**src/hdl/irq_prio_defs.svh**
```systemverilog
`ifndef IRQ_PRIO_DEFS_SVH
`define IRQ_PRIO_DEFS_SVH

// -----------------------------------------------------------------------------
// Register byte offsets
// -----------------------------------------------------------------------------
`define OFS_PRIO_19   8'h00
`define OFS_PRIO_20   8'h04
`define OFS_PRIO_21   8'h08
`define OFS_PRIO_22   8'h0C
`define OFS_PRIO_26   8'h10
`define OFS_PRIO_29   8'h14
`define OFS_TEST      8'h18
`define OFS_EVT_STAT  8'h1C
`define OFS_EVT_MASK  8'h20

// -----------------------------------------------------------------------------
// Field positions and values
// -----------------------------------------------------------------------------
`define LSB_HI        12
`define LSB_MID       8
`define LSB_LO4       4
`define LSB_LO0       0
`define PRIO_W        3
`define PRIO_RESET    3'h4
`define PRIO_OFF      3'h0
`define TST_PEND_BIT  15
`define TST_RSVD_BIT  14
`define TST_HOLD_BIT  13
`define TST_GAP_BIT   12
`define TST_LVL_LSB   8
`define TST_VEC_LSB   0
`define VEC_MAX       8'h76
`define EVT_REQ       0
`define EVT_ACK       1
`define EVT_W         2

// -----------------------------------------------------------------------------
// Source indices
// -----------------------------------------------------------------------------
`define SRC_COUNT     14
`define SRC_CHARGE    0
`define SRC_S3_TX     1
`define SRC_S3_RX     2
`define SRC_S3_ERR    3
`define SRC_S4_ERR    4
`define SRC_USB       5
`define SRC_I2C_B     6
`define SRC_I2C_A     7
`define SRC_SPI_TX    8
`define SRC_SPI_GEN   9
`define SRC_S4_TX     10
`define SRC_S4_RX     11
`define SRC_SELFTUNE  12
`define SRC_JTAG      13

`endif

```
**src/hdl/irq_prio_pkg.sv**
```systemverilog
package irq_prio_pkg;

   typedef logic [2:0]  prio_t;
   typedef logic [3:0]  level_t;
   typedef logic [7:0]  vec_t;
   typedef logic [15:0] word_t;

   typedef enum logic {
      BUS_IDLE,
      BUS_ANSWER
   } bus_state_t;

endpackage

```
**src/hdl/irq_prio_regs.sv**
```systemverilog
`timescale 1ns/100ps
`include "irq_prio_defs.svh"

module irq_prio_regs import irq_prio_pkg::*; #(
   parameter int   N        = `SRC_COUNT,
   parameter vec_t VEC_BASE = 8'h50
) (
   input  wire logic        ref_clk_i,   // System clock, 125 MHz.
   input  wire logic        nrst_i,      // Asynchronous reset, active low.
   input  wire logic        ce_i,        // Clock enable, freezes state when low.
   input  wire logic        wb_cyc_i,    // Bus cycle.
   input  wire logic        wb_stb_i,    // Bus strobe.
   input  wire logic        wb_we_i,     // Bus write enable.
   input  wire logic [7:0]  wb_adr_i,    // Byte address.
   input  wire logic [3:0]  wb_sel_i,    // Byte lane selects.
   input  wire logic [31:0] wb_dat_i,    // Write data.
   output logic      [31:0] wb_dat_o,    // Read data.
   output logic             wb_ack_o,    // Bus acknowledge.
   input  wire logic [N-1:0] src_req_i,  // Source requests, flag and enable.
   input  wire level_t      cpu_level_i, // Current CPU priority level.
   input  wire logic        cpu_ack_i,   // CPU takes the request.
   output logic             cpu_irq_o,   // Request to the CPU.
   output vec_t             cpu_vec_o,   // Vector of the request.
   output level_t           cpu_level_o, // New CPU level field.
   output logic             irq_o        // Event interrupt, level.
);

   // -------------------------------------------------------------------------
   // Field map
   // -------------------------------------------------------------------------
   function automatic logic [7:0] src_ofs(input int i);
      case (i)
         `SRC_CHARGE:                                     src_ofs = `OFS_PRIO_19;
         `SRC_S3_TX, `SRC_S3_RX, `SRC_S3_ERR:              src_ofs = `OFS_PRIO_20;
         `SRC_S4_ERR, `SRC_USB, `SRC_I2C_B, `SRC_I2C_A:    src_ofs = `OFS_PRIO_21;
         `SRC_SPI_TX, `SRC_SPI_GEN, `SRC_S4_TX, `SRC_S4_RX: src_ofs = `OFS_PRIO_22;
         `SRC_SELFTUNE:                                   src_ofs = `OFS_PRIO_26;
         default:                                         src_ofs = `OFS_PRIO_29;
      endcase
   endfunction

   function automatic int src_lsb(input int i);
      case (i)
         `SRC_S3_TX, `SRC_S4_ERR, `SRC_SPI_TX:                 src_lsb = `LSB_HI;
         `SRC_S3_RX, `SRC_USB, `SRC_SPI_GEN, `SRC_SELFTUNE:    src_lsb = `LSB_MID;
         `SRC_I2C_A, `SRC_S4_RX:                               src_lsb = `LSB_LO0;
         default:                                              src_lsb = `LSB_LO4;
      endcase
   endfunction

   // -------------------------------------------------------------------------
   // Reset and state
   // -------------------------------------------------------------------------
   logic          rst_n;
   bus_state_t    bus_state;
   bus_state_t    next_bus_state;
   prio_t         prio_q [N];
   logic [3*N-1:0] prio_flat;
   logic          hold_q;
   level_t        level_q;
   vec_t          ack_vec_q;
   logic          pend_q;
   vec_t          pend_vec_q;
   prio_t         pend_prio_q;
   logic [`EVT_W-1:0] evt_stat;
   logic [`EVT_W-1:0] evt_mask;
   word_t         rd_q;
   word_t         rd_word;

   rst_sync u_rst_sync (
      .ref_clk_i (ref_clk_i),
      .nrst_i    (nrst_i),
      .rst_n_o   (rst_n)
   );

   // -------------------------------------------------------------------------
   // Arbitration
   // -------------------------------------------------------------------------
   logic   win_valid;
   logic [7:0] win_idx;
   prio_t  win_prio;
   logic   win_ok;
   vec_t   win_vec;

   always_comb begin
      for (int i = 0; i < N; i++) begin
         prio_flat[3*i +: 3] = prio_q[i];
      end
   end

   prio_pick #(
      .N (N)
   ) u_pick (
      .req_i   (src_req_i),
      .prio_i  (prio_flat),
      .valid_o (win_valid),
      .idx_o   (win_idx),
      .prio_o  (win_prio)
   );

   assign win_ok  = win_valid && ({1'b0, win_prio} > cpu_level_i);
   assign win_vec = vec_t'(VEC_BASE + win_idx);

   // -------------------------------------------------------------------------
   // Bus decode
   // -------------------------------------------------------------------------
   wire [7:0] adr_word  = {wb_adr_i[7:2], 2'b00};
   wire       bus_req   = wb_cyc_i && wb_stb_i;
   wire       wr_stb    = bus_req && wb_we_i && (bus_state == BUS_ANSWER) && ce_i;
   wire       hit_test  = (adr_word == `OFS_TEST);
   wire       hit_stat  = (adr_word == `OFS_EVT_STAT);
   wire       hit_mask  = (adr_word == `OFS_EVT_MASK);
   wire       wr_lo     = wr_stb && wb_sel_i[0];
   wire       wr_hi     = wr_stb && wb_sel_i[1];
   wire       cpu_take  = cpu_ack_i && pend_q && ce_i;
   wire       next_pend = win_ok && !cpu_take;
   wire [`EVT_W-1:0] evt_set = {cpu_take, next_pend && !pend_q && ce_i};
   wire [`EVT_W-1:0] evt_clr = (wr_lo && hit_stat) ? wb_dat_i[`EVT_W-1:0] : '0;

   // Captured vector shown in the test register.
   wire vec_t shown_vec = hold_q ? pend_vec_q : ack_vec_q;

   always_comb begin
      rd_word = 16'h0000;
      for (int i = 0; i < N; i++) begin
         if (src_ofs(i) == adr_word) begin
            rd_word[src_lsb(i) +: `PRIO_W] = prio_q[i];
         end
      end
      if (hit_test) begin
         rd_word[`TST_PEND_BIT]              = pend_q;
         rd_word[`TST_HOLD_BIT]              = hold_q;
         rd_word[`TST_LVL_LSB +: 4]          = level_q;
         rd_word[`TST_VEC_LSB +: 8]          = shown_vec;
      end
      if (hit_stat) begin
         rd_word[`EVT_W-1:0] = evt_stat;
      end
      if (hit_mask) begin
         rd_word[`EVT_W-1:0] = evt_mask;
      end
   end

   // -------------------------------------------------------------------------
   // Bus answer, one wait state
   // -------------------------------------------------------------------------
   always_comb begin
      case (bus_state)
         BUS_IDLE:   next_bus_state = bus_req ? BUS_ANSWER : BUS_IDLE;
         BUS_ANSWER: next_bus_state = BUS_IDLE;
         default:    next_bus_state = BUS_IDLE;
      endcase
   end

   always_ff @(posedge ref_clk_i or negedge rst_n) begin
      if (!rst_n) begin
         bus_state <= BUS_IDLE;
         rd_q      <= 16'h0000;
      end else if (ce_i) begin
         bus_state <= next_bus_state;
         if (bus_state == BUS_IDLE && bus_req) begin
            rd_q <= rd_word;
         end
      end
   end

   assign wb_ack_o = (bus_state == BUS_ANSWER);
   assign wb_dat_o = {16'h0000, rd_q};

   // -------------------------------------------------------------------------
   // Priority fields
   // -------------------------------------------------------------------------
   always_ff @(posedge ref_clk_i or negedge rst_n) begin
      if (!rst_n) begin
         for (int i = 0; i < N; i++) begin
            prio_q[i] <= `PRIO_RESET;
         end
      end else begin
         for (int i = 0; i < N; i++) begin
            if (src_ofs(i) == adr_word &&
                (src_lsb(i) >= `LSB_MID ? wr_hi : wr_lo)) begin
               prio_q[i] <= wb_dat_i[src_lsb(i) +: `PRIO_W];
            end
         end
      end
   end

   // -------------------------------------------------------------------------
   // Test register and CPU request
   // -------------------------------------------------------------------------
   always_ff @(posedge ref_clk_i or negedge rst_n) begin
      if (!rst_n) begin
         hold_q      <= 1'b0;
         level_q     <= 4'h0;
         ack_vec_q   <= 8'h00;
         pend_q      <= 1'b0;
         pend_vec_q  <= 8'h00;
         pend_prio_q <= `PRIO_OFF;
      end else if (ce_i) begin
         pend_q <= next_pend;
         if (win_ok) begin
            pend_vec_q  <= win_vec;
            pend_prio_q <= win_prio;
         end
         if (wr_hi && hit_test) begin
            hold_q  <= wb_dat_i[`TST_HOLD_BIT];
            level_q <= wb_dat_i[`TST_LVL_LSB +: 4];
         end
         if (wr_lo && hit_test) begin
            ack_vec_q <= wb_dat_i[`TST_VEC_LSB +: 8];
         end
         if (cpu_take) begin
            ack_vec_q <= pend_vec_q;
            level_q   <= {1'b0, pend_prio_q};
         end
      end
   end

   assign cpu_irq_o   = pend_q;
   assign cpu_vec_o   = pend_vec_q;
   assign cpu_level_o = level_q;

   // -------------------------------------------------------------------------
   // Event status, write one to clear
   // -------------------------------------------------------------------------
   always_ff @(posedge ref_clk_i or negedge rst_n) begin
      if (!rst_n) begin
         evt_stat <= '0;
         evt_mask <= '0;
      end else if (ce_i) begin
         evt_stat <= (evt_stat & ~evt_clr) | evt_set;
         if (wr_lo && hit_mask) begin
            evt_mask <= wb_dat_i[`EVT_W-1:0];
         end
      end
   end

   assign irq_o = |(evt_stat & evt_mask);

   // -------------------------------------------------------------------------
   // Checker helpers
   // -------------------------------------------------------------------------
   // Raised when a requesting source outranks the winner, or ties with it at a
   // lower index; either breaks the arbitration order.
   logic order_bad;

   always_comb begin
      order_bad = 1'b0;
      for (int i = 0; i < N; i++) begin
         if (src_req_i[i] && prio_q[i] > win_prio) begin
            order_bad = 1'b1;
         end
         if (src_req_i[i] && win_valid && prio_q[i] == win_prio && 8'(i) < win_idx) begin
            order_bad = 1'b1;
         end
      end
   end
endmodule // irq_prio_regs

```
**src/hdl/prio_pick.sv**
```systemverilog
`timescale 1ns/100ps
`include "irq_prio_defs.svh"

module prio_pick import irq_prio_pkg::*; #(
   parameter int N = 14
) (
   input  wire logic [N-1:0]   req_i,   // Pending and enabled sources.
   input  wire logic [3*N-1:0] prio_i,  // Packed priority fields.
   output logic                valid_o, // A source with nonzero priority waits.
   output logic [7:0]          idx_o,   // Index of the winner.
   output prio_t               prio_o   // Priority of the winner.
);

   // Highest level wins; ties go to the lowest index.
   always_comb begin
      prio_t cand;
      cand    = `PRIO_OFF;
      valid_o = 1'b0;
      idx_o   = 8'h00;
      prio_o  = `PRIO_OFF;
      for (int i = 0; i < N; i++) begin
         cand = prio_i[3*i +: 3];
         if (req_i[i] && cand != `PRIO_OFF && cand > prio_o) begin
            valid_o = 1'b1;
            idx_o   = 8'(i);
            prio_o  = cand;
         end
      end
   end

endmodule // prio_pick

```
**src/hdl/rst_sync.sv**
```systemverilog
`timescale 1ns/100ps

module rst_sync (
   input  wire logic ref_clk_i, // System clock.
   input  wire logic nrst_i,    // Asynchronous reset, active low.
   output logic      rst_n_o    // Synchronised reset, active low.
);

   logic stage1;
   logic stage2;

   always_ff @(posedge ref_clk_i or negedge nrst_i) begin
      if (!nrst_i) begin
         stage1 <= 1'b0;
         stage2 <= 1'b0;
      end else begin
         stage1 <= 1'b1;
         stage2 <= stage1;
      end
   end

   assign rst_n_o = stage2;

endmodule // rst_sync

```
**config.mk**
```make
export PLATFORM = sky130hd
export DESIGN_NAME = irq_prio_regs
export DESIGN_NICKNAME = d
export VERILOG_FILES = /design/src/hdl/irq_prio_pkg.sv /design/src/hdl/irq_prio_regs.sv /design/src/hdl/prio_pick.sv /design/src/hdl/rst_sync.sv
export VERILOG_INCLUDE_DIRS = /design/src /design/src/hdl
export SDC_FILE = /design/constraint.sdc
export NUM_CORES = 1
export LEC_CHECK = 0
export BUFFER_PORTS_ARGS = -buffer_cell sky130_fd_sc_hd__buf_4
export CAP_MARGIN = 40
export CELL_PAD_IN_SITES_DETAIL_PLACEMENT = 1
export CELL_PAD_IN_SITES_GLOBAL_PLACEMENT = 1
export CORE_UTILIZATION = 38
export DETAILED_ROUTE_END_ITERATION = 6
export PLACE_DENSITY_LB_ADDON = 0.3
export SETUP_SLACK_MARGIN = 0.02
export SLEW_MARGIN = 20
export SYNTH_ARGS = -nofsm -noshare
export SYNTH_HDL_FRONTEND = slang
export SYNTH_SLANG_ARGS = --single-unit
```
**constraint.sdc**
```tcl
create_clock -name ref_clk_i -period 2.63 [get_ports ref_clk_i]
set_clock_uncertainty 0.1 [all_clocks]
set_input_delay 0.789 -clock ref_clk_i [delete_from_list [all_inputs] [get_ports ref_clk_i]]
set_output_delay 0.789 -clock ref_clk_i [all_outputs]
set_load 0.005 [all_outputs]
```
; ---- Word-level counts from Yosys, hierarchy flattened
; Cells that the tools add are included.
[classes]
shifts = 42
add_sub_neg = 15
order_cmp = 15
bitwise_logic = 6
muxes = 109
reduce_logical = 80
eq_ne = 8
[ops]
columns = op, n
row1 = $mux W32, 28
row2 = $neg A32 Y33, 14
row3 = $shift A3 B33 Y16 const A, 14
row4 = $shiftx A3 B33 Y16, 14
row5 = $shiftx A32 B32 Y3, 14
row6 = $mux W16, 14
row7 = $bwmux W16, 13
row8 = $logic_and A1 B1 Y1, 54
row9 = $mux W3, 18
row10 = $reduce_bool A3 Y1, 14
row11 = $gt A3 B3 Y1, 13
row12 = $mux W4, 8
row13 = $mux W8, 3
row14 = $mux W1, 18
row15 = $and A16 B16 Y16, 1
row16 = $eq A2 B6 Y1 const A, 2
row17 = $eq A3 B6 Y1 const A, 2
row18 = $eq A6 B3 Y1 const B, 2
row19 = $mux W12, 1
row20 = $reduce_and A2 Y1, 6
row21 = $mux W2, 5
row22 = $add A7 B8 Y8 const A, 1
row23 = $logic_not A8 Y1, 1
row24 = $eq A1 B6 Y1 const A, 1
row25 = other kinds (11), 14
[word_totals]
wordCells = 301
register_bits = 90
output_inout_bits = 47

; ---- Longest topological paths before layout
; Gate-level depths: netlist of the first run.
[depth]
word_depth = 49
mapped_depth = 104
mapped_depth_nobuf = 104

; ---- Modules after synthesis
; From an unflattened synthesis of the first run, not the netlist that was laid out.
[hier_totals]
hier_cells = 692
hier_area_um2 = 6662.6
[modules_own_cells]
columns = mod, seq_area_each_um2, cells_each, instances, area_per_inst_um2
row1 = irq_prio_regs, 2219.6, 362, 1, 4499.3
row2 = prio_pick, 0.0, 327, 1, 2109.5
row3 = rst_sync, 50.0, 3, 1, 53.8

; ---- Worst setup path after synthesis of the first run
; OpenSTA, ideal clock, no wires.
[synth_timing]
path_kind = in2reg
start = in src_req_i[0]
end = reg pend_vec_q[0], in the netlist cpu_vec_o[0]
path_stages = 99
slack_ns = -16.568
n_path_buf = 0
setup_time_ns = 0.125
t_arrival_ns = 18.973
t_required_ns = 2.405
path_cell_list = and2_1 inv_1 ha_1 and3b_2 o211a_4 nand2_1 nand2_1 o21ai_0 ha_1 nor2_1 nand2_1 a31oi_1 a32oi_1 nor2_1 mux2_2 ha_1 nor2_1 a21oi_1 [... 63 more ...] o21ai_0 a22o_1 nor2_1 nand2b_1 mux2_2 ha_1 nand3_1 o311ai_0 a21oi_1 inv_1 nand2_1 or3b_1 o2111ai_1 ha_1 and3_1 nor4b_1 o41ai_4 mux2_2
[synth_between]
elab_chain_len = 45
elab_cells_between_ends = 73
[synth_rtl]
columns = element, line_no
row1 = "start, declared", irq_prio_regs.sv:19  ; input wire logic [N-1:0] src_req_i,
row2 = $logic_and A1 B1 Y1 (no source line) *, --
row3 = $logic_and A1 B1 Y1 *, prio_pick.sv:23  ; if (req_i[i] && cand != `PRIO_OFF && cand > prio_o) begin
row4 = $mux W3, prio_pick.sv:23
row5 = $gt A3 B3 Y1, prio_pick.sv:23
row6 = $logic_and A1 B1 Y1, prio_pick.sv:23
row7 = $mux W3, prio_pick.sv:23
row8 = $gt A3 B3 Y1, prio_pick.sv:23
row9 = $logic_and A1 B1 Y1, prio_pick.sv:23
row10 = [... 29 more ...], --
row11 = $logic_and A1 B1 Y1, prio_pick.sv:23
row12 = $mux W3, prio_pick.sv:23
row13 = $gt A3 B3 Y1, prio_pick.sv:23
row14 = $logic_and A1 B1 Y1, prio_pick.sv:23
row15 = $mux W3, prio_pick.sv:23
row16 = $gt A3 B4 Y1, irq_prio_regs.sv:101  ; assign win_ok = win_valid && ({1'b0, win_prio} > cpu_level_i);
row17 = $logic_and A1 B1 Y1, irq_prio_regs.sv:101
row18 = $reduce_and A2 Y1 (no source line), --
row19 = "end signal, assigned", irq_prio_regs.sv:202  ; pend_vec_q <= win_vec;
row20 = "end, declared", irq_prio_regs.sv:63  ; vec_t pend_vec_q;
; Every way passes the cells marked *; elsewhere a longest branch is shown, timed or not.
; A chain may end at the register's enable or synchronous reset.

; ---- Worst setup path in the final report of the first run
[layout_timing]
start = reg prio_q (netlist bit prio_flat[2])
end = reg pend_vec_q[0], in the netlist cpu_vec_o[0]
[layout_between]
elab_chain_len = 46
elab_cells_between_ends = 75
[layout_rtl]
columns = element, line_no
row1 = "start, declared", irq_prio_regs.sv:57  ; prio_t prio_q [N];
row2 = "start signal, assigned by index", irq_prio_regs.sv:176  ; prio_q[i] <= `PRIO_RESET;
row3 = "start signal, assigned by index", irq_prio_regs.sv:182  ; prio_q[i] <= wb_dat_i[src_lsb(i) +: `PRIO_W];
row4 = branches (longest 46 deep; another with $gt A3 B1 Y1), --
; Several ways; the timed one is not identified.

==> results_dict.tcl, run 1 <==
set metrics [dict create \
    clk_latency_ns 0.35 \
    ff2ff_path_depth 105 \
    crit_family "compound AO/OA/AOI/OAI gates" \
    syn_to_final_growth_pct 65.0 \
    final_util_pct 64.2 \
    p_int_mw 3.08 \
    critPathRequiredTime_ns 2.77 \
    grt_pass1_wl_um 48600 \
    routed_wl_um 34700 \
    leakagePower_nw 4.75 \
    drc 0 \
    ys_seq_area_share_pct 35.5 \
    numPortBuffers 76 \
    synth_commonest_cells "nand2_1 (89), dfrtp_1 (73), nor2_1 (61)" \
    grt_max_degree 45 \
    cts_sinks 87 \
    crit_type "reg -> reg" \
    crit_path_start_kind "flop" \
    rows 46 \
    min_path_type "in -> async" \
    fillers 1821 \
    setup_tns_ns -165.38 \
    grt_pass1_vias 8326 \
    violations "setup timing" \
    drive_gt1_share_pct 52.4 \
    ys_ff_latch 87 \
    finalCriticalPeriod_ns 19.21 \
    max_stage_delay_ns 0.56 \
    io_pins 116 \
    end_kind "flop" \
    power_density_mw_per_mm2 440 \
    antenna_found_initial 1 \
    synth_area_mm2 0.00618 \
    drt-initial-drc-count 669 \
    slew_violations 0 \
    core_region_area_mm2 0.0159 \
    cp_common_cell "ha_4" \
    h-tree-depth 3 \
    synth_top_area_share_pct 29.5 \
    nNetsFinal 1157 \
    crit_arrival_ns 19.35 \
    cts_tree "done" \
    dr.pass1.iters 5 \
    avgSynthCellArea_um2 8.87 \
    seqPwrFrac_pct 36.4 \
    dieArea_mm2 0.0168 \
    ir_drop_uv 325 \
    synth_area_leader_cell "dfrtp_1" \
    max_slew_margin_pct 51.1 \
    crit_path_top_delay_cell "dfstp_2" \
    setup_viol 10 \
    fin_crit_sh_pct 730 \
    die_w_um 130 \
    finalHoldViolCount 0 \
    diodes 0 \
    critPathMaxFanout 8 \
    initial_utilization_pct 38.9 \
    post_dp_cell_area_mm2 0.00882 \
    ys.flop_type "dfrtp_1" \
    pwr-share-comb_pct 29.2 \
    yosys_warnings 0 \
    synthCells 697 \
    synth_cell_types 77 \
    fp.dieH_um 130 \
    reg2reg_from "prio_flat[2]" \
    via_per_inst 6.13 \
    globalplace.congestion 0.941 \
    dr_total_vias 7906 \
    cts_buffers 9 \
    cp.buffers_inverters 7 \
    rsz0062_at_grt "true" \
    cts_hold_buf 0 \
    ys_top_cells_by_area "dfrtp_1 (30%), mux2_2 (6.9%), dfstp_2 (5.9%), nand2_1 (5.4%), o21ai_0 (4.6%)" \
    post_drt_wl_per_cell_um 26.9 \
    power.switching_mw 1.41 \
    ant_nets 0 \
    async_flop_share_pct 100 \
    switching_share_pct 31.4 \
    design_area_mm2 0.0102 \
    status "finished with violations" \
    r2r-end "cpu_vec_o[0]" \
    place_ws_ns -16.52 \
    grt.total_usage_pct 39.0 \
    hpwlAfterDp_um 21200 \
    reg2reg_slack_ns -16.58 \
    cts.reportedPaths.clkPinSlew_ns 0.07 \
    synth_enable_flop_cells 0 \
    power_frac_clock_pct 34.4 \
    synthMostInstantiatedCell "nand2_1" \
    grt-ovfl-total 0 \
    cts_root_buf "clkbuf_16" \
    layout_setup_ws_ns -16.58 \
    maxCapViolCount 0 \
    max_slew.worst_pin.slew_ns 0.731 \
    max_freq_mhz 52.1 \
    clockBufferDepth 2 \
]
[power groups by stage]
stage                     combinational, mW  sequential, mW  clock (mW)
final                                  1.31            1.64        1.54
after global routing                   1.38            1.64        1.56
after CTS                              1.16            1.62        1.50
after detailed placement              0.975            1.64           0
after global placement                0.924            1.62           0
after floorplan                       0.482            1.60           0
[sequential cells by signal, indices dropped and copies added (netlist names)]
register / flops
cpu_level_o: 4
prio_flat: 42
pend_prio_q: 3
evt_stat: 2
cpu_vec_o: 5
wb_ack_o: 1
cpu_irq_o: 1
rd_q: 16
u_rst_sync.stage1: 1
ack_vec_q: 8
u_rst_sync.rst_n_o: 1
hold_q: 1
evt_mask: 2
[placed cells by master (no fill, tap or decap), types with 6 or more instances in the layout]
cell type    n
a21o_1      10
a21oi_1     18
a21oi_2     12
a22oi_1      9
a31oi_1      8
buf_4      378
clkbuf_16    9
conb_1      19
dfrtp_1     72
dfstp_2     14
ha_1         8
ha_4        11
inv_1       28
mux2_2      33
mux2i_1     21
nand2_1     84
nand3_1     18
nor2_1      46
nor2_4      12
nor2b_1      6
nor3_1      10
o211ai_1    10
o21a_1       6
o21ai_0     49
[metrics by stage]
stage          cells  total power [mW]  hold WS, ns
4_1_cts         1264              4.29        0.109
2_1_floorplan    714              2.08        0.231
3_5_place_dp    1192              2.62        0.247
5_1_grt         1289              4.58        0.107
6_report        1289              4.49       0.0990
3_3_place_gp    1192              2.55        0.238
[worst max-delay path by stage]
stage	from	end	cells after the start
after floorplan	src_req_i[0]	cpu_vec_o[1]	100
after global placement	src_req_i[0]	cpu_vec_o[1]	99
after detailed placement	src_req_i[0]	cpu_vec_o[0]	101
after CTS	prio_flat[2]	cpu_vec_o[0]	101
after global routing	prio_flat[2]	cpu_vec_o[0]	104
final	prio_flat[2]	cpu_vec_o[0]	105
[logic make-up (layout without fill, tap and decap cells)]
logic type	count (synthesis)	after routing	share of synthesized area, %
fa+ha+maj	23	23	4.53
other cells	2	19	0.121
buf+inv	70	429	5.50
mux	62	62	11.4
flops	87	87	35.5
simple gates	241	241	18.5
compound gates	212	212	24.5
[final cells by class]
cell class / count / area, µm² / area share, %
sequential: 87 / 2200 / 21.5
timing repair buffer: 382 / 2900 / 28.4
multi-input combinational: 557 / 4380 / 42.9
clock inverter: 6 / 109 / 1.07
tap: 216 / 270 / 2.65
inverter: 31 / 119 / 1.16
clock buffer: 10 / 229 / 2.24
[per-layer routing]
| layer | global-route usage [%] | routed length (µm) |
|---|---|---|
| met4 | 23.0 | 2470 |
| met3 | 5.53 | 2080 |
| met5 | 0 | 13 |
| met1 | 46.3 | 13100 |
| met2 | 67.0 | 17000 |
[timing repair]
item                                    CTS  global route
endpoints found under the setup margin   10            10
buffers inserted                         57            27
pin swaps                                41            75
gates resized for setup                  49            31
Power figures use the tool's default switching activity.
==> run 2: changes to the inputs <==
--- a/config.mk
+++ b/config.mk
@@ -10,11 +10,12 @@
 export CAP_MARGIN = 40
 export CELL_PAD_IN_SITES_DETAIL_PLACEMENT = 1
 export CELL_PAD_IN_SITES_GLOBAL_PLACEMENT = 1
-export CORE_UTILIZATION = 38
+export CORE_UTILIZATION = 40
 export DETAILED_ROUTE_END_ITERATION = 6
 export PLACE_DENSITY_LB_ADDON = 0.3
 export SETUP_SLACK_MARGIN = 0.02
 export SLEW_MARGIN = 20
 export SYNTH_ARGS = -nofsm -noshare
 export SYNTH_HDL_FRONTEND = slang
+export SYNTH_HIERARCHICAL = 1
 export SYNTH_SLANG_ARGS = --single-unit
==> run 2 against run 1 <==
Synthesized cell count is 0.72% lower. Synthesized area is 7.7% higher. Critical endpoint is now pend_prio_q[0]. Final area is 1.0% higher. Power is 21% lower. Worst setup slack better by 0.48 ns. Worst hold slack better by 0.0036 ns. Combinational power is 62% lower. The run still ends with setup timing left. Fmax is 2.6% higher. Largest cell class unchanged. Count of clock-buffer cells in the layout is 2 higher. Non-clock buffer count is 56 lower.
==> results_dict.tcl, run 2 <==
set metrics [dict create \
    synth_top_area_share_pct 28.5 \
    post_drt_wl_per_cell_um 28.9 \
    fin_cells 1225 \
    ys_top_cells_by_area "dfrtp_1 (29%), mux2_2 (14%), dfstp_2 (5.5%), ha_1 (4.3%), nand2_1 (2.9%)" \
    numPortBuffers 78 \
    critPathRequiredTime_ns 2.77 \
    grt_max_degree 53 \
    crit_path_start_kind "flop" \
    fp.dieH_um 131 \
    pwr-share-comb_pct 13.8 \
    critPathMaxFanout 7 \
    power.switching_uw 945 \
    max_freq_mhz 53.4 \
    async_flop_share_pct 100 \
    die_w_um 131 \
    yosys_warnings 6 \
    grt.total_usage_pct 38.0 \
    power_density_mw_per_mm2 346 \
    synth_commonest_cells "mux2_2 (82), dfrtp_1 (76), nand2_1 (52)" \
    layout_setup_ws_ns -16.10 \
    syn_to_final_growth_pct 54.7 \
    cts_buffers 9 \
    ys.flop_type "dfrtp_1" \
    post_dp_cell_area_mm2 0.00907 \
    core_region_area_mm2 0.0161 \
    maxCapViolCount 0 \
    reg2reg_slack_ns -16.10 \
    ys_ff_latch 90 \
    dr.pass1.iters 6 \
    hpwlAfterDp_um 21400 \
    setup_viol 13 \
    cts_tree "done" \
    crit_path_top_delay_cell "dfstp_2" \
    rsz0062_at_grt "true" \
    routed_wl_um 35400 \
    final_cell_mix "buf_4 (319), dfrtp_1 (75), mux2_2 (74), nand2_1 (48), nor2_1 (34)" \
    dp_cells 1167 \
    io_pins 116 \
    grt_pass1_vias 8025 \
    nNetsFinal 1096 \
    fin_crit_sh_pct 712 \
    initial_utilization_pct 41.5 \
    synth_cell_types 86 \
    max_slew.worst_pin.slew_ns 0.686 \
    grt-ovfl-total 0 \
    grt_pass1_wl_um 47200 \
    synthMostInstantiatedCell "mux2_2" \
    synth_area_mm2 0.00666 \
    dieArea_mm2 0.0172 \
    ys_seq_area_share_pct 34.1 \
    crit_type "reg -> reg" \
    final_common_cell "buf_4" \
    slew_violations 0 \
    p_int_mw 2.63 \
    status "finished with violations" \
    violations "setup timing" \
    synth_enable_flop_cells 0 \
    ir_drop_uv 353 \
    power_mw 3.57 \
    fillers 1738 \
    cts_sinks 90 \
    seqPwrFrac_pct 42.0 \
    clockBufferDepth 2 \
    max_slew_margin_pct 54.3 \
    drt-initial-drc-count 618 \
    h-tree-depth 3 \
    dr_total_vias 7838 \
    largest_reg_flops 42 \
    globalplace.congestion 0.957 \
    finalHoldViolCount 0 \
    antenna_found_initial 2 \
    via_per_inst 6.40 \
    cts_root_buf "clkbuf_16" \
    ant_nets 0 \
    leakagePower_nw 4.78 \
    clk_latency_ns 0.36 \
    finalCriticalPeriod_ns 18.73 \
    power_frac_clock_pct 44.2 \
    synthCells 692 \
    max_stage_delay_ns 0.62 \
    crit_arrival_ns 18.87 \
    hold_slack_ns 0.103 \
    switching_share_pct 26.5 \
    min_path_type "in -> async" \
    diodes 0 \
    drive_gt1_share_pct 56.5 \
    ff2ff_path_depth 97 \
    drc 0 \
    design_area_mm2 0.0103 \
    rows 46 \
    place_ws_ns -16.25 \
    end_kind "flop" \
    synth_area_leader_cell "dfrtp_1" \
    cts.reportedPaths.clkPinSlew_ns 0.07 \
    avgSynthCellArea_um2 9.63 \
]
run 2: what timing repair did:
item	4_1_cts	5_1_grt
setup endpoints to repair	13	13
setup buffers	30	11
gates cloned	1	0
resized for setup	52	51
hold buffers	0	0
pin swaps	48	45
run 2: worst paths after layout:
path	start	endpoint
worst max-delay path	prio_flat[2]	pend_prio_q[0]
worst min register to register	u_rst_sync/rst_n_o	prio_flat[34]
min in group ref_clk_i	u_rst_sync/stage1	u_rst_sync/rst_n_o
max in group asynchronous	u_rst_sync/rst_n_o	prio_flat[41]
worst max register to register	prio_flat[2]	pend_prio_q[0]
worst min-delay path	nrst_i	u_rst_sync/rst_n_o
run 2: per-stage QoR:
step / TNS [ns] / util, %
after floorplan: -184.11 / -
after global placement: -191.03 / 56.5
after detailed placement: -210.41 / 56.5
after CTS: -194.71 / 61.7
after global routing: -213.73 / 64.2
final: -208.55 / 64.2
run 2: power groups by stage:
stage,logic (mW),clock network (mW),registers (mW)
after floorplan,0.187,0,1.51
after global placement,0.404,0,1.51
after detailed placement,0.429,0,1.52
after CTS,0.456,1.55,1.49
after global routing,0.516,1.62,1.50
final,0.494,1.58,1.50
run 2: critical path: cells and delay by family (launching register included):
kind	cells	cell delay, ns
adder cells (fa/ha/maj)	13	3.30
AND/OR/NAND/NOR	36	5.64
multiplexers	5	1.45
buffers and inverters	5	0.69
flip-flops	1	0.62
AO/OA/AOI/OAI	38	6.75
run 2: cells by family after synthesis:
family	Yosys count	synth area share, %
other cells	3	0.169
flops	90	34.1
xor+xnor	2	0.263
simple gates	207	17.4
fa+ha+maj	23	4.32
mux	98	16.8
compound gates	193	21.0
buf+inv	76	5.92
run 2: final cells by class:
| cell class | instances | area (µm²) | share of cell area, % |
|---|---|---|---|
| multi-input cells | 545 | 4820 | 46.7 |
| repair buffers | 326 | 2480 | 24.1 |
| flip-flops and latches | 90 | 2270 | 22.1 |
| well taps | 216 | 270 | 2.62 |
| clock buffers | 12 | 246 | 2.39 |
| inverters | 32 | 120 | 1.17 |
| clock inverters | 4 | 98.8 | 0.959 |
run 2: layer usage:
metal / track usage [%] / part of all wire, %
met5: 0 / 0
met2: 66.0 / 49
met1: 42.9 / 35
met3: 9.29 / 7.9
met4: 20.6 / 8.0
==> run 3: changes to the inputs <==
--- a/config.mk
+++ b/config.mk
@@ -6,11 +6,13 @@
 export SDC_FILE = /design/constraint.sdc
 export NUM_CORES = 1
 export LEC_CHECK = 0
+export ABC_AREA = 1
 export BUFFER_PORTS_ARGS = -buffer_cell sky130_fd_sc_hd__buf_4
 export CAP_MARGIN = 40
 export CELL_PAD_IN_SITES_DETAIL_PLACEMENT = 1
 export CELL_PAD_IN_SITES_GLOBAL_PLACEMENT = 1
-export CORE_UTILIZATION = 40
+export CORE_MARGIN = 10
+export CORE_UTILIZATION = 37
 export DETAILED_ROUTE_END_ITERATION = 6
 export PLACE_DENSITY_LB_ADDON = 0.3
 export SETUP_SLACK_MARGIN = 0.02
==> run 3 against run 2 <==
Fmax is 28% higher. Register-to-register slack improved by 4.1 ns. Sequential power about the same. Largest power group is now registers. Power is 8.7% lower. Worst hold slack got worse by 0.0023 ns. Final cell count up 9.9%. Routed wire length down 17%. Utilization is 6.1 points lower. Clock power decreased by 15%. Largest cell class unchanged. The flow still finishes with violations (setup timing).
==> results_dict.tcl, run 3 <==
set metrics [dict create \
    status "finished with violations" \
    violations "setup timing" \
    slew_violations 0 \
    grt_pass1_vias 7697 \
    die_w_um 151 \
    global_route.usage.met1_pct 27.1 \
    ys_ff_latch 90 \
    initial_utilization_pct 38.0 \
    max_freq_mhz 68.5 \
    rsz0062_at_grt "true" \
    crit_arrival_ns 14.75 \
    final_util_pct 58.0 \
    critPathMaxFanout 7 \
    antenna_found_initial 0 \
    max_slew.worst_pin.slew_ns 0.618 \
    leakagePower_nw 4.92 \
    max_slew_margin_pct 58.8 \
    drt-initial-drc-count 507 \
    ys_seq_area_share_pct 35.9 \
    nNetsFinal 1213 \
    syn_to_final_growth_pct 52.8 \
    cts_sinks 90 \
    ys_top_cells_by_area "dfrtp_1 (30%), nand2_1 (14%), dfstp_2 (5.8%), inv_1 (5.3%), o21ai_0 (4.9%)" \
    core_region_area_mm2 0.0166 \
    synth_top_area_share_pct 30.1 \
    post_drt_wl_per_cell_um 21.9 \
    dr.pass1.iters 5 \
    via_per_inst 5.46 \
    routed_wl_um 29500 \
    power.switching_uw 896 \
    io_pins 116 \
    synth_commonest_cells "nand2_1 (235), inv_1 (90), dfrtp_1 (76)" \
    fin_crit_sh_pct 555 \
    grtUsageMet2_pct 39.9 \
    layout_setup_ws_ns -11.96 \
    ys.flop_type "dfrtp_1" \
    end_kind "flop" \
    hpwlAfterDp_um 18500 \
    min_path_type "in -> async" \
    grt-ovfl-total 0 \
    critPathRequiredTime_ns 2.79 \
    seqPwrFrac_pct 45.9 \
    h-tree-depth 3 \
    cts_tree "done" \
    synth_cell_types 45 \
    maxCapViolCount 0 \
    fillers 2023 \
    largest_reg_flops 42 \
    synthMostInstantiatedCell "nand2_1" \
    cts_root_buf "clkbuf_16" \
    final_common_cell "buf_4" \
    grt.total_usage_pct 22.6 \
    max_stage_delay_ns 0.53 \
    setup_viol 13 \
    switching_share_pct 27.5 \
    cp_common_cell "nand2_4" \
    pwr-share-comb_pct 12.5 \
    synth_area_leader_cell "dfrtp_1" \
    dieArea_mm2 0.0227 \
    met3_usage_pct 4.02 \
    fp.dieH_um 151 \
    clockBufferDepth 2 \
    dr_total_vias 7351 \
    power_mw 3.26 \
    grt_max_degree 46 \
    cts.reportedPaths.clkPinSlew_ns 0.07 \
    power_density_mw_per_mm2 337 \
    final_cell_mix "buf_4 (282), nand2_1 (198), inv_1 (82), dfrtp_1 (75), nor2_1 (43)" \
    rows 47 \
    finalHoldViolCount 0 \
    clk_latency_ns 0.35 \
    drive_gt1_share_pct 47.8 \
    crit_path_start_kind "flop" \
    grt-busiest-layer "met2" \
    avgSynthCellArea_um2 7.53 \
    globalplace.congestion 0.873 \
    synth_area_mm2 0.00632 \
    drc 0 \
    crit_type "reg -> reg" \
    ant_nets 0 \
    async_flop_share_pct 100 \
    numPortBuffers 78 \
    p_int_mw 2.36 \
    synth_enable_flop_cells 0 \
    crit_path_top_delay_cell "dfstp_2" \
    finalCriticalPeriod_ns 14.59 \
    diodes 0 \
    yosys_warnings 6 \
    synthCells 839 \
    cts_buffers 9 \
    ir_drop_uv 323 \
    power_frac_clock_pct 41.6 \
    hold_slack_ns 0.100 \
    grt_pass1_wl_um 40700 \
]
run 3: power by group through the flow:
stage	clock, mW	combinational [mW]	sequential, mW
2_1_floorplan	0	0.170	1.52
3_3_place_gp	0	0.352	1.52
3_5_place_dp	0	0.363	1.52
4_1_cts	1.32	0.380	1.49
5_1_grt	1.42	0.443	1.51
6_report	1.35	0.407	1.50
run 3: cell type report:
type                    count  area, µm²  area share, %
inverters                  97        377           3.90
clock inverters             5       56.3          0.583
flip-flops and latches     90       2270           23.5
well taps                 220        275           2.85
multi-input cells         633       4230           43.8
repair buffers            290       2220           22.9
clock buffers              11        233           2.41
run 3: cells by family (layout without fill, tap and decap cells):
family                     after synthesis  count (layout)  synth area share (%)
buffers and inverters                  134             403                  10.1
AOI/OAI and AO/OA                      160             160                  15.0
adders and majority gates               23              23                  4.55
xor gates and xnor gates                 2               2                 0.277
DFF                                     90              90                  35.9
other                                    3              21                 0.178
and+or+nand+nor                        427             427                  34.0
run 3: metal layers:
layer	vias to the layer above	part of all wire, %	wire, µm
li1	3251	-	-
met5	-	0	0
met4	0	4.7	1380
met3	106	5.9	1740
met2	327	50	14700
met1	3667	40	11700
run 3: path summary, 6_finish.rpt:
path / startpoint / to / slack, ns / cells past startpoint
min in group ref_clk_i: u_rst_sync/stage1 / u_rst_sync/rst_n_o / 0.26 / 0
worst max-delay path: prio_flat[2] / cpu_vec_o[1] / -11.96 / 108
max in group asynchronous: u_rst_sync/rst_n_o / prio_flat[41] / 1.46 / 1
worst max register to register: prio_flat[2] / cpu_vec_o[1] / -11.96 / 108
worst min register to register: u_rst_sync/rst_n_o / rd_q[13] / 0.24 / 0
worst min-delay path: nrst_i / u_rst_sync/rst_n_o / 0.10 / 1
run 3: timing repair:
action / 4_1_cts / 5_1_grt
hold buffers: 0 / 0
setup endpoints to repair: 13 / 13
setup buffers: 41 / 21
pin swaps: 72 / 46
cloned: 1 / 0
gates resized for setup: 75 / 62
run 3: metrics by stage:
stage,setup WS [ns],TNS [ns],cells,cell area (µm²)
after floorplan,-11.22,-145.31,857,6550
after global placement,-11.33,-147.02,1267,8260
after detailed placement,-12.03,-155.67,1267,8260
after CTS,-11.08,-143.58,1325,9180
after global routing,-12.52,-161.68,1346,9660
final,-11.96,-154.48,1346,9660
run 3: worst max-delay path: cells and delay by family (launching register included):
family                   cells  cell delay (ns)
AND/OR/NAND/NOR             58             6.09
adder cells (fa/ha/maj)     14             3.39
AO/OA/AOI/OAI               23             3.15
buffers and inverters       13             1.21
flip-flops                   1             0.53
